==> src/verilog/sfe_pkg.sv <==
/*
 * Shared constants, opcodes and carrier types for the serial flash front end.
 * Assumes a 50 MHz system clock that samples every pin of the serial link.
 */
package sfe_pkg;

    // ----------------------------------------------------------------------
    // Timing
    // ----------------------------------------------------------------------
    localparam int CLK_MHZ   = 50;
    localparam int TRST_US   = 30;                  // Software reset recovery, microseconds.
    localparam int TRST_CYC  = TRST_US * CLK_MHZ;   // Whole cycles of recovery.
    localparam int BUSY_W    = 11;

    // ----------------------------------------------------------------------
    // Opcodes
    // ----------------------------------------------------------------------
    localparam logic [7:0] OP_WR_STAT  = 8'h01;
    localparam logic [7:0] OP_PROG     = 8'h02;
    localparam logic [7:0] OP_READ     = 8'h03;
    localparam logic [7:0] OP_RD_STAT  = 8'h05;
    localparam logic [7:0] OP_FAST     = 8'h0b;
    localparam logic [7:0] OP_DUAL_OUT = 8'h3b;
    localparam logic [7:0] OP_RST_EN   = 8'h66;
    localparam logic [7:0] OP_QUAD_OUT = 8'h6b;
    localparam logic [7:0] OP_RST      = 8'h99;
    localparam logic [7:0] OP_DUAL_IO  = 8'hbb;
    localparam logic [7:0] OP_QUAD_IO  = 8'heb;

    // ----------------------------------------------------------------------
    // Lane widths, phase lengths and reset values
    // ----------------------------------------------------------------------
    localparam logic [1:0] W1          = 2'h0;
    localparam logic [1:0] W2          = 2'h1;
    localparam logic [1:0] W4          = 2'h2;
    localparam logic [4:0] ADDR_BITS   = 5'h18;
    localparam logic [4:0] BYTE_BITS   = 5'h08;
    localparam logic [3:0] DUMMY_FAST  = 4'h8;
    localparam logic [3:0] DUMMY_DIO   = 4'h4;
    localparam logic [3:0] DUMMY_QIO   = 4'h6;
    localparam logic [3:0] OE_OFF      = 4'hf;
    localparam logic [3:0] OE_SINGLE   = 4'hd;
    localparam logic [3:0] OE_DUAL     = 4'hc;
    localparam logic [3:0] OE_QUAD     = 4'h0;
    localparam logic [6:0] SYNC_RST    = 7'h00;

    // ----------------------------------------------------------------------
    // Types
    // ----------------------------------------------------------------------
    typedef struct packed {
        logic       chipSelB;
        logic       sclk;
        logic       hwResetB;
        logic [3:0] laneIn;     // Lane 2 doubles as write guard, lane 3 as pause.
    } sfe_pins_t;

    typedef struct packed {
        logic        opcodeValid;
        logic [7:0]  opcode;
        logic        addrValid;
        logic [23:0] address;
        logic        dataValid;
        logic [7:0]  dataByte;
        logic        statusWrite;
    } sfe_event_t;

    typedef struct packed {
        logic       known;
        logic       quad;
        logic       hasAddr;
        logic [1:0] addrW;
        logic [3:0] dummy;
        logic [1:0] dataW;
        logic       isRead;
        logic       isWrite;
        logic       isStatus;
    } sfe_decode_t;

    typedef enum {S_IDLE, S_OPCODE, S_ADDR, S_DUMMY, S_DIN, S_DOUT, S_IGNORE} sfe_state_t;

endpackage

==> src/verilog/sfe_front_end.sv <==
/*
 * Serial host front end of a serial flash: decodes frames, captures opcode,
 * address and write data, and returns read data on one, two or four lanes.
 * Assumes the array side answers readByte for readAddr within two clocks.
 */
// Notes on behaviour
// - Deselected means every lane output floats.
// - Single lane input sampled on clock rise.
// - Single lane output changes on clock fall.
// - Wide modes sample on rise, drive on fall.
// - Quad opcodes need quad enable; lanes remap.
// - Pause floats outputs and freezes the link.
// - Quad enable disables the pause function.
// - Write guard with protect bit blocks status writes, unless quad enable is set.
// - Reset pin low returns the state, lane drivers and software reset to power-on values.
// - Software reset needs enable then reset opcode.
// - Software reset rejects opcodes while recovering.
// - Reset pin overrides all other link inputs.
// - Clock idle level may be low or high.
// - Dual read opcodes use lanes zero and one.
// - Quad read opcodes use all four lanes.
`timescale 1ns/1ps
module sfe_front_end
    import sfe_pkg::*;
(
    input  wire logic              clk,
    input  wire logic              rst_b,
    input  wire sfe_pkg::sfe_pins_t pins,
    input  wire logic              quadEnable,
    input  wire logic              statusProtect,
    input  wire logic [7:0]        readByte,
    input  wire logic [7:0]        statusByte,
    output logic      [3:0]        laneOut,
    output logic      [3:0]        laneOeB,
    output sfe_pkg::sfe_event_t    evt,
    output logic      [23:0]       readAddr,
    output logic                   busy
);
    import sfe_pkg::*;

    sfe_pins_t          inS;
    logic [6:0]         syncOut;
    sfe_state_t         state_q;
    sfe_decode_t        dec_q;
    logic [4:0]         cnt_q;
    logic [23:0]        shiftIn_q;
    logic [7:0]         outShift_q;
    logic [4:0]         outCnt_q;
    logic               sclkPrev_q;
    logic               csPrev_q;
    logic               rstEnable_q;
    logic [BUSY_W-1:0]  busyCnt_q;
    logic               sclkRise;
    logic               sclkFall;
    logic               csFall;
    logic               holdAct;
    logic               abort;
    logic               statusWriteOk;
    logic [23:0]        shNext;
    logic [7:0]         src;
    sfe_decode_t        opDec;

    // ----------------------------------------------------------------------
    // Pin synchronisation and edge finding
    // ----------------------------------------------------------------------
    sfe_sync3 #(.W(7)) uSync (
        .clk   (clk),
        .rst_b (rst_b),
        .din   (pins),
        .dout  (syncOut)
    );
    assign inS = sfe_pins_t'(syncOut);

    // Edge history is kept on synchronised copies only.
    always_ff @(posedge clk or negedge rst_b)
    begin
        if (!rst_b)
        begin
            sclkPrev_q <= 1'b0;
            csPrev_q   <= 1'b0;
        end
        else
        begin
            sclkPrev_q <= inS.sclk;
            csPrev_q   <= inS.chipSelB;
        end
    end

    // Either clock idle level works: a frame only acts on edges seen while selected.
    assign sclkRise = inS.sclk & ~sclkPrev_q;
    assign sclkFall = ~inS.sclk & sclkPrev_q;
    // The synchroniser resets low, so a chip select already low at power-up is no fall.
    assign csFall   = ~inS.chipSelB & csPrev_q;
    assign abort    = ~inS.hwResetB;
    // Pause only counts while selected and only without quad enable.
    assign holdAct  = ~quadEnable & ~inS.laneIn[3] & ~inS.chipSelB;
    // In quad mode lane 2 carries data, so it cannot act as write guard.
    assign statusWriteOk = ~(statusProtect & ~quadEnable & ~inS.laneIn[2]);

    // ----------------------------------------------------------------------
    // Helpers
    // ----------------------------------------------------------------------
    function automatic logic [23:0] shiftLanes(input logic [1:0] w, input logic [23:0] s, input logic [3:0] l);
        case (w)
            W1:      return {s[22:0], l[0]};
            W2:      return {s[21:0], l[1:0]};
            default: return {s[19:0], l};
        endcase
    endfunction

    function automatic sfe_decode_t decodeOp(input logic [7:0] op);
        sfe_decode_t d;
        d = '0;
        d.known = 1'b1;
        case (op)
            OP_READ:     begin d.hasAddr = 1'b1; d.isRead = 1'b1; end
            OP_FAST:     begin d.hasAddr = 1'b1; d.isRead = 1'b1; d.dummy = DUMMY_FAST; end
            OP_DUAL_OUT: begin d.hasAddr = 1'b1; d.isRead = 1'b1; d.dummy = DUMMY_FAST; d.dataW = W2; end
            OP_DUAL_IO:  begin d.hasAddr = 1'b1; d.isRead = 1'b1; d.dummy = DUMMY_DIO; d.dataW = W2;
                               d.addrW = W2; end
            OP_QUAD_OUT: begin d.hasAddr = 1'b1; d.isRead = 1'b1; d.dummy = DUMMY_FAST; d.dataW = W4;
                               d.quad = 1'b1; end
            OP_QUAD_IO:  begin d.hasAddr = 1'b1; d.isRead = 1'b1; d.dummy = DUMMY_QIO; d.dataW = W4;
                               d.addrW = W4; d.quad = 1'b1; end
            OP_PROG:     begin d.hasAddr = 1'b1; d.isWrite = 1'b1; end
            OP_WR_STAT:  begin d.isWrite = 1'b1; d.isStatus = 1'b1; end
            OP_RD_STAT:  begin d.isRead = 1'b1; d.isStatus = 1'b1; end
            OP_RST_EN,
            OP_RST:      d.known = 1'b1;
            default:     d.known = 1'b0;
        endcase
        return d;
    endfunction

    // ----------------------------------------------------------------------
    // Frame sequencing and input capture
    // ----------------------------------------------------------------------
    always_comb
    begin
        shNext = shiftIn_q;
        case (state_q)
            S_OPCODE: shNext = shiftLanes(W1, shiftIn_q, inS.laneIn);
            S_ADDR:   shNext = shiftLanes(dec_q.addrW, shiftIn_q, inS.laneIn);
            S_DIN:    shNext = shiftLanes(W1, shiftIn_q, inS.laneIn);
            default:  shNext = shiftIn_q;
        endcase
    end

    // One decode of the byte that would be complete at this rising edge.
    assign opDec = decodeOp(shNext[7:0]);

    // Every rising edge while selected, not paused and out of idle advances the frame.
    always_ff @(posedge clk or negedge rst_b)
    begin
        if (!rst_b)
        begin
            state_q   <= S_IDLE;
            dec_q     <= '0;
            cnt_q     <= '0;
            shiftIn_q <= '0;
            evt       <= '0;
        end
        else
        begin
            evt.opcodeValid <= 1'b0;
            evt.addrValid   <= 1'b0;
            evt.dataValid   <= 1'b0;
            evt.statusWrite <= 1'b0;
            if (abort)
                state_q <= S_IDLE;
            else if (inS.chipSelB)
                state_q <= S_IDLE;
            else if (csFall)
            begin
                state_q <= S_OPCODE;
                cnt_q   <= BYTE_BITS;
            end
            else if (sclkRise && !holdAct && state_q != S_IDLE)
            begin
                shiftIn_q <= shNext;
                cnt_q     <= cnt_q - 5'h01;
                case (state_q)
                    S_OPCODE:
                        if (cnt_q == 5'h01)
                        begin
                            dec_q      <= opDec;
                            evt.opcode <= shNext[7:0];
                            evt.opcodeValid <= ~busy;
                            if (busy || !opDec.known)
                                state_q <= S_IGNORE;
                            else if (opDec.quad && !quadEnable)
                                state_q <= S_IGNORE;
                            else if (opDec.hasAddr)
                            begin
                                state_q <= S_ADDR;
                                cnt_q   <= ADDR_BITS >> opDec.addrW;
                            end
                            else if (opDec.isRead)
                                state_q <= S_DOUT;
                            else if (opDec.isWrite)
                            begin
                                state_q <= S_DIN;
                                cnt_q   <= BYTE_BITS;
                            end
                            else
                                state_q <= S_IGNORE;
                        end
                    S_ADDR:
                        if (cnt_q == 5'h01)
                        begin
                            evt.address   <= shNext;
                            evt.addrValid <= 1'b1;
                            cnt_q         <= {1'b0, dec_q.dummy};
                            if (dec_q.dummy != 4'h0)
                                state_q <= S_DUMMY;
                            else if (dec_q.isRead)
                                state_q <= S_DOUT;
                            else
                            begin
                                state_q <= S_DIN;
                                cnt_q   <= BYTE_BITS;
                            end
                        end
                    S_DUMMY:
                        if (cnt_q == 5'h01)
                            state_q <= S_DOUT;
                    S_DIN:
                        if (cnt_q == 5'h01)
                        begin
                            cnt_q        <= BYTE_BITS;
                            evt.dataByte <= shNext[7:0];
                            evt.dataValid   <= ~dec_q.isStatus;
                            evt.statusWrite <= dec_q.isStatus & statusWriteOk;
                        end
                    default:
                        cnt_q <= cnt_q;
                endcase
            end
        end
    end

    // ----------------------------------------------------------------------
    // Read data return
    // ----------------------------------------------------------------------
    assign src = (outCnt_q == 5'h00) ? (dec_q.isStatus ? statusByte : readByte) : outShift_q;

    // New bits go out on falling edges so the host samples them on the next rise.
    always_ff @(posedge clk or negedge rst_b)
    begin
        if (!rst_b)
        begin
            laneOut    <= 4'h0;
            laneOeB    <= OE_OFF;
            outShift_q <= 8'h00;
            outCnt_q   <= 5'h00;
            readAddr   <= 24'h000000;
        end
        else if (abort || inS.chipSelB || state_q != S_DOUT)
        begin
            // Drivers stay off outside the return phase.
            laneOeB  <= OE_OFF;
            outCnt_q <= 5'h00;
            if (abort)
                laneOut <= 4'h0;
            if (evt.addrValid)
                readAddr <= evt.address;
        end
        else if (evt.addrValid)
            // A read without dummy clocks enters the return phase together with its address.
            readAddr <= evt.address;
        else if (holdAct)
            // A pause floats the lanes but keeps the bit position, so the byte resumes where it stopped.
            laneOeB <= OE_OFF;
        else if (sclkFall)
        begin
            outCnt_q <= ((outCnt_q == 5'h00) ? (BYTE_BITS >> dec_q.dataW) : outCnt_q) - 5'h01;
            if (outCnt_q == 5'h00 && !dec_q.isStatus)
                readAddr <= readAddr + 24'h000001;
            case (dec_q.dataW)
                W1:
                begin
                    laneOut    <= {2'b00, src[7], 1'b0};
                    laneOeB    <= OE_SINGLE;
                    outShift_q <= {src[6:0], 1'b0};
                end
                W2:
                begin
                    laneOut    <= {2'b00, src[7:6]};
                    laneOeB    <= OE_DUAL;
                    outShift_q <= {src[5:0], 2'b00};
                end
                default:
                begin
                    laneOut    <= src[7:4];
                    laneOeB    <= OE_QUAD;
                    outShift_q <= {src[3:0], 4'h0};
                end
            endcase
        end
    end

    // ----------------------------------------------------------------------
    // Software reset
    // ----------------------------------------------------------------------
    // The enable latch only survives into the very next opcode.
    always_ff @(posedge clk or negedge rst_b)
    begin
        if (!rst_b)
        begin
            rstEnable_q <= 1'b0;
            busyCnt_q   <= '0;
            busy        <= 1'b0;
        end
        else if (abort)
        begin
            rstEnable_q <= 1'b0;
            busyCnt_q   <= '0;
            busy        <= 1'b0;
        end
        else
        begin
            // The busy flag is kept in step with the counter so the port comes from a flip-flop.
            if (busy)
            begin
                busyCnt_q <= busyCnt_q - BUSY_W'(1);
                busy      <= (busyCnt_q != BUSY_W'(1));
            end
            if (evt.opcodeValid)
            begin
                rstEnable_q <= (evt.opcode == OP_RST_EN);
                if (evt.opcode == OP_RST && rstEnable_q)
                begin
                    busyCnt_q <= BUSY_W'(TRST_CYC);
                    busy      <= 1'b1;
                end
            end
        end
    end

    // ----------------------------------------------------------------------
    // Checks
    // ----------------------------------------------------------------------
    property p_desel_float;
        @(posedge clk) disable iff (!rst_b) inS.chipSelB |=> laneOeB == OE_OFF;
    endproperty
    a_desel_float: assert property (p_desel_float) else $error("Lane driven while deselected.");

    property p_rise_capture;
        @(posedge clk) disable iff (!rst_b) $changed(shiftIn_q) |-> $past(sclkRise);
    endproperty
    a_rise_capture: assert property (p_rise_capture) else $error("Input captured off a rising edge.");

    property p_fall_drive;
        @(posedge clk) disable iff (!rst_b) $changed(laneOut) |-> $past(sclkFall) || $past(abort);
    endproperty
    a_fall_drive: assert property (p_fall_drive) else $error("Output changed off a falling edge.");

    property p_no_quad;
        @(posedge clk) disable iff (!rst_b) !quadEnable && $past(!quadEnable, 2) |-> laneOeB[3:2] == 2'b11;
    endproperty
    a_no_quad: assert property (p_no_quad) else $error("Upper lanes driven without quad enable.");

    property p_pause_float;
        @(posedge clk) disable iff (!rst_b) holdAct |=> laneOeB == OE_OFF;
    endproperty
    a_pause_float: assert property (p_pause_float) else $error("Lane driven during pause.");

    property p_guard;
        @(posedge clk) disable iff (!rst_b) evt.statusWrite |-> $past(statusWriteOk);
    endproperty
    a_guard: assert property (p_guard) else $error("Status write passed a guarded pin.");

    property p_sw_seq;
        @(posedge clk) disable iff (!rst_b) $rose(busy) |-> $past(rstEnable_q) && $past(evt.opcode) == OP_RST;
    endproperty
    a_sw_seq: assert property (p_sw_seq) else $error("Recovery began without the two-opcode sequence.");

    property p_sw_busy;
        @(posedge clk) disable iff (!rst_b || abort) $rose(busy) |-> (busy && !evt.opcodeValid)[*8];
    endproperty
    a_sw_busy: assert property (p_sw_busy) else $error("Recovery ended early or accepted an opcode.");

    property p_pin_reset;
        @(posedge clk) disable iff (!rst_b) abort |=> state_q == S_IDLE && laneOeB == OE_OFF && !busy;
    endproperty
    a_pin_reset: assert property (p_pin_reset) else $error("Reset pin did not restore power-on state.");
endmodule

==> src/verilog/sfe_sync3.sv <==
/*
 * Three-stage pin synchroniser with agreement filter.
 * Assumes inputs are asynchronous to clk; the output moves only when the
 * second and third stages agree.
 */
`timescale 1ns/1ps
module sfe_sync3 #(
    parameter int W = 7
) (
    input  wire logic         clk,
    input  wire logic         rst_b,
    input  wire logic [W-1:0] din,
    output logic      [W-1:0] dout
);
    logic [W-1:0] s1_q;
    logic [W-1:0] s2_q;
    logic [W-1:0] s3_q;

    // --------------------------------------------------------------------
    // Stages
    // --------------------------------------------------------------------
    // The first stage feeds nothing but the second, to contain metastability.
    always_ff @(posedge clk or negedge rst_b)
    begin
        if (!rst_b)
        begin
            s1_q <= '0;
            s2_q <= '0;
            s3_q <= '0;
            dout <= '0;
        end
        else
        begin
            s1_q <= din;
            s2_q <= s1_q;
            s3_q <= s2_q;
            dout <= (s2_q & ~(s2_q ^ s3_q)) | (dout & (s2_q ^ s3_q));
        end
    end
endmodule
==> config.mk <==
export PLATFORM = sky130hd
export DESIGN_NAME = sfe_front_end
export DESIGN_NICKNAME = d
export VERILOG_FILES = /design/src/verilog/sfe_pkg.sv /design/src/verilog/sfe_front_end.sv /design/src/verilog/sfe_sync3.sv
export SDC_FILE = /design/constraint.sdc
export NUM_CORES = 1
export LEC_CHECK = 0
export BUFFER_PORTS_ARGS = -buffer_cell sky130_fd_sc_hd__buf_4
export CORE_UTILIZATION = 54
export CTS_BUF_LIST = sky130_fd_sc_hd__clkbuf_8
export DETAILED_ROUTE_END_ITERATION = 10
export GPL_ROUTABILITY_DRIVEN = 0
export GPL_TIMING_DRIVEN = 0
export HOLD_SLACK_MARGIN = 0.15
export PLACE_DENSITY_LB_ADDON = 0.1
export SLEW_MARGIN = 15
export SYNTH_ARGS = -nofsm -noshare
export SYNTH_HDL_FRONTEND = slang
export SYNTH_HIERARCHICAL = 1
export SYNTH_SLANG_ARGS = --single-unit
==> constraint.sdc <==
create_clock -name clk -period 3.15 [get_ports clk]
set_input_delay 0.1575 -clock clk [delete_from_list [all_inputs] [get_ports clk]]
set_output_delay 0.1575 -clock clk [all_outputs]
set_load 0.005 [all_outputs]
==> reports/metrics.csv <==
metric,value,unit
crit_arrival,3.50,ns
fmax,317,MHz
critPathMaxStageDelay,0.47,ns
htreeDepth,4,
drt_iter0_drc,773,
power_per_cell_area,383,mW/mm^2
period_minus_slack,3.15,ns
place.detailed.hpwl,17600,microns
grtUsageTotal,0.290,
violations,negative setup slack,
placed_cells,1320,
clock-sinks,171,
hold_viol,0,
min_period_over_period,1.00,
tns,-0.00120,ns
layout-drive-gt1-share,0.224,
timing.slew.headroom,0.342,
status,"complete, but fails checks",
synthFlopType,dfrtp_1,
fillers,1335,
path_max_fanout,7,
synth_cell_types,74,
grt_overflow,0,
synth-edff-count,0,
fin_cells,1376,
syn_area,0.00909,sq mm
num_antenna_cells,0,
cts_tree,yes,
ys_warn_count,6,
wl,25000,microns
grt_pass1_wl,39800,microns
synthArstFlopShare,1.00,
cp_cell_sequence,"or3_4, nand3_4, a222oi_1, buf_4, nor4bb_4, and2_4, nand3_1, or2_2, ha_4, inv_1, o22ai_1, o41a_1",
clkTransAtPathRegs,0.09,ns
ioPinCount,104,
drv_cap,0,
ant_nets,0,
fp.dieW,132,microns
finalSetupViolations,1,
seqCellArea,0.00429,sq mm
via_count,8312,
grt_max_degree,62,
die_y,132,microns
multi_input_area,0.00471,sq mm
core,0.0165,sq mm
drcViolationCount,0,
grt_pass1_vias,7536,
endpoint_kind,flip-flop,
clock-root-buffer,clkbuf_8,
die-area,0.0174,sq mm
critPathSlowestCell,dfrtp_2,
antenna_found_initial,0,
hold_path.class,in2async,
synth-seq-cells,171,
worst_pin_slew,0.979,ns
via_per_inst,6.04,
postSynthNetCount,1030,
finClkSkew,0.0202,ns
area_delta_synth_final,22.1,%
initial_core_util,0.550,
seq_area_frac_synth,0.471,
leakage,5.07,nW
wl_per_cell,18.2,microns
start_kind,flip-flop,
setup_slack,-0.00120,ns
firstDrtPassIters,5,
synth_cells,994,
port_buffers,103,
clock_latency,0.48,ns
ir_drop,0.272,mV
crit_required,3.49,ns
finalNetCount,1179,
syn_area_per_cell,9.14,sq um
numCtsBuffers,17,
clockBufferDepth,2,
drv_slew,0,
rsz0062_at_grt,yes,
rows,47,
worstSetupPathType,reg2reg,
[Yosys cell counts, types with 3 or more instances]
cell | count | area share
o22ai_1 | 34 | 0.023
nand2_1 | 162 | 0.067
nand4_1 | 5 | 0.0034
dfstp_2 | 3 | 0.0087
nor3_1 | 13 | 0.0072
clkbuf_1 | 48 | 0.020
nor4bb_1 | 7 | 0.0077
buf_1 | 5 | 0.0021
nand3b_1 | 4 | 0.0033
a31oi_1 | 10 | 0.0069
or3_1 | 5 | 0.0034
nor2b_1 | 10 | 0.0069
nor3b_1 | 6 | 0.0050
o21ai_0 | 88 | 0.048
nand2b_1 | 10 | 0.0069
and2_0 | 3 | 0.0021
a211oi_1 | 3 | 0.0025
and3_1 | 6 | 0.0041
or2_2 | 4 | 0.0028
mux2_2 | 34 | 0.042
buf_2 | 7 | 0.0039
inv_1 | 19 | 0.0078
a21o_1 | 5 | 0.0041
o22a_1 | 18 | 0.017
maj3_2 | 7 | 0.0087
and2_1 | 6 | 0.0041
a22o_1 | 6 | 0.0058
o31ai_1 | 4 | 0.0033
a21oi_1 | 75 | 0.041
nor4b_1 | 3 | 0.0029
a21boi_0 | 9 | 0.0074
xnor2_1 | 9 | 0.0087
nor4_1 | 6 | 0.0041
mux2i_1 | 33 | 0.036
nand3_1 | 27 | 0.015
o32ai_1 | 3 | 0.0029
xor2_1 | 7 | 0.0067
nor2_1 | 71 | 0.029
ha_1 | 9 | 0.012
dfrtp_1 | 168 | 0.46
[cell usage in the layout (no fill, tap or decap), types with 10 or more instances in the layout]
cell type | Yosys | layout
dfrtp_1 | 168 | 166
mux2i_1 | 33 | 32
inv_1 | 19 | 20
nand2b_1 | 10 | 10
o22a_1 | 18 | 18
o22ai_1 | 34 | 31
nand2_1 | 162 | 162
dlygate4sd3_1 | 0 | 11
nor2b_1 | 10 | 10
a31oi_1 | 10 | 10
o21ai_0 | 88 | 87
clkbuf_8 | 0 | 19
nor3_1 | 13 | 12
nor2_1 | 71 | 69
nand3_1 | 27 | 27
clkbuf_1 | 48 | 40
buf_4 | 1 | 124
a21oi_1 | 75 | 74
mux2_2 | 34 | 34
[flip-flops by register name (all words and copies together), names as in the netlist, named ones only]
register	flops
laneOeB	3
laneOut	4
uSync/s2_q	7
state_q	3
outCnt_q	5
uSync/s1_q	7
dec_q	9
cnt_q	5
busyCnt_q	11
evt	44
rstEnable_q	1
busy	1
uSync/s3_q	7
shiftIn_q	24
readAddr	24
outShift_q	7
csPrev_q	1
sclkPrev_q	1
[worst max-delay path, delay by kind of cell (launching register included)]
| family | cells | cell delay, ns |
|---|---|---|
| simple gates | 6 | 1.61 |
| flops | 1 | 0.47 |
| fa+ha+maj | 1 | 0.18 |
| buf+inv | 2 | 0.25 |
| compound gates | 3 | 0.53 |
[power breakdown]
part | internal (W) | switching (W) | total (W)
clock | 0.000768 | 0.000869 | 0.00164
combinational | 0.000145 | 0.000196 | 0.000341
sequential | 0.00223 | 0.0000410 | 0.00227
total | 0.00314 | 0.00111 | 0.00425
[what timing repair did]
item | CTS | global route
pin swaps | 8 | 11
endpoints found under the setup margin | 12 | 22
gates resized for setup | 33 | 25
buffers inserted | 19 | 1
hold endpoints to repair | 120 | 0
hold buffers | 11 | 0
[metrics by stage]
stage,setup slack [ns],util,hold WS [ns],power (W),area (sq um)
after floorplan,0.0107,-,-0.138,0.00248,9100
final,-0.00120,0.671,0.175,0.00425,11100
after detailed placement,-0.661,0.619,0.0950,0.00262,10200
after CTS,0.000433,0.666,0.176,0.00426,11000
after global placement,-0.654,0.614,0.267,0.00260,10100
after global routing,-0.112,0.671,0.199,0.00440,11100
[routing by layer]
layer,share of wire,vias to the layer above,wire (microns),track usage
met3,0.075,49,1870,0.0465
met2,0.45,405,11200,0.438
li1,-,3862,-,-
met4,0.025,0,616,0.0975
met1,0.45,3996,11400,0.427
met5,0,-,0,0
[layout make-up]
class                           instances  share of cell area
Buffer                                 55              0.0219
Clock buffer                           19              0.0236
Clock inverter                         13              0.0136
Inverter                               19             0.00643
Multi-Input combinational cell        743               0.425
Sequential cell                       171               0.386
Tap cell                              220              0.0248
Timing Repair Buffer                  136              0.0988
[cell families (layout without fill, tap and decap cells)]
family                     Yosys count  after routing  share of synthesized area
and+or+nand+nor                    362            362                      0.188
AOI/OAI and AO/OA                  281            281                      0.189
DFF                                171            171                      0.471
buffers and inverters               80            242                     0.0344
muxes                               67             67                     0.0785
xor gates and xnor gates            17             17                     0.0172
adders and majority gates           16             16                     0.0211
[final timing paths]
| kind | start | endpoint | slack (ns) | depth (start not counted) |
|---|---|---|---|---|
| min in group clk | readByte[7] | laneOut[3] | 0.19 | 5 |
| hold / removal | rst_b | outShift_q[7] | 0.18 | 2 |
| setup / recovery | state_q[2] | cnt_q[4] | -0.001 | 12 |
| max in group asynchronous | rst_b | outCnt_q[3] | 2.02 | 4 |
| setup reg to reg | state_q[2] | cnt_q[4] | -0.001 | 12 |
| hold reg to reg | uSync/s1_q[6] | uSync/s2_q[6] | 0.36 | 0 |
Power figures use the tool's default switching activity.
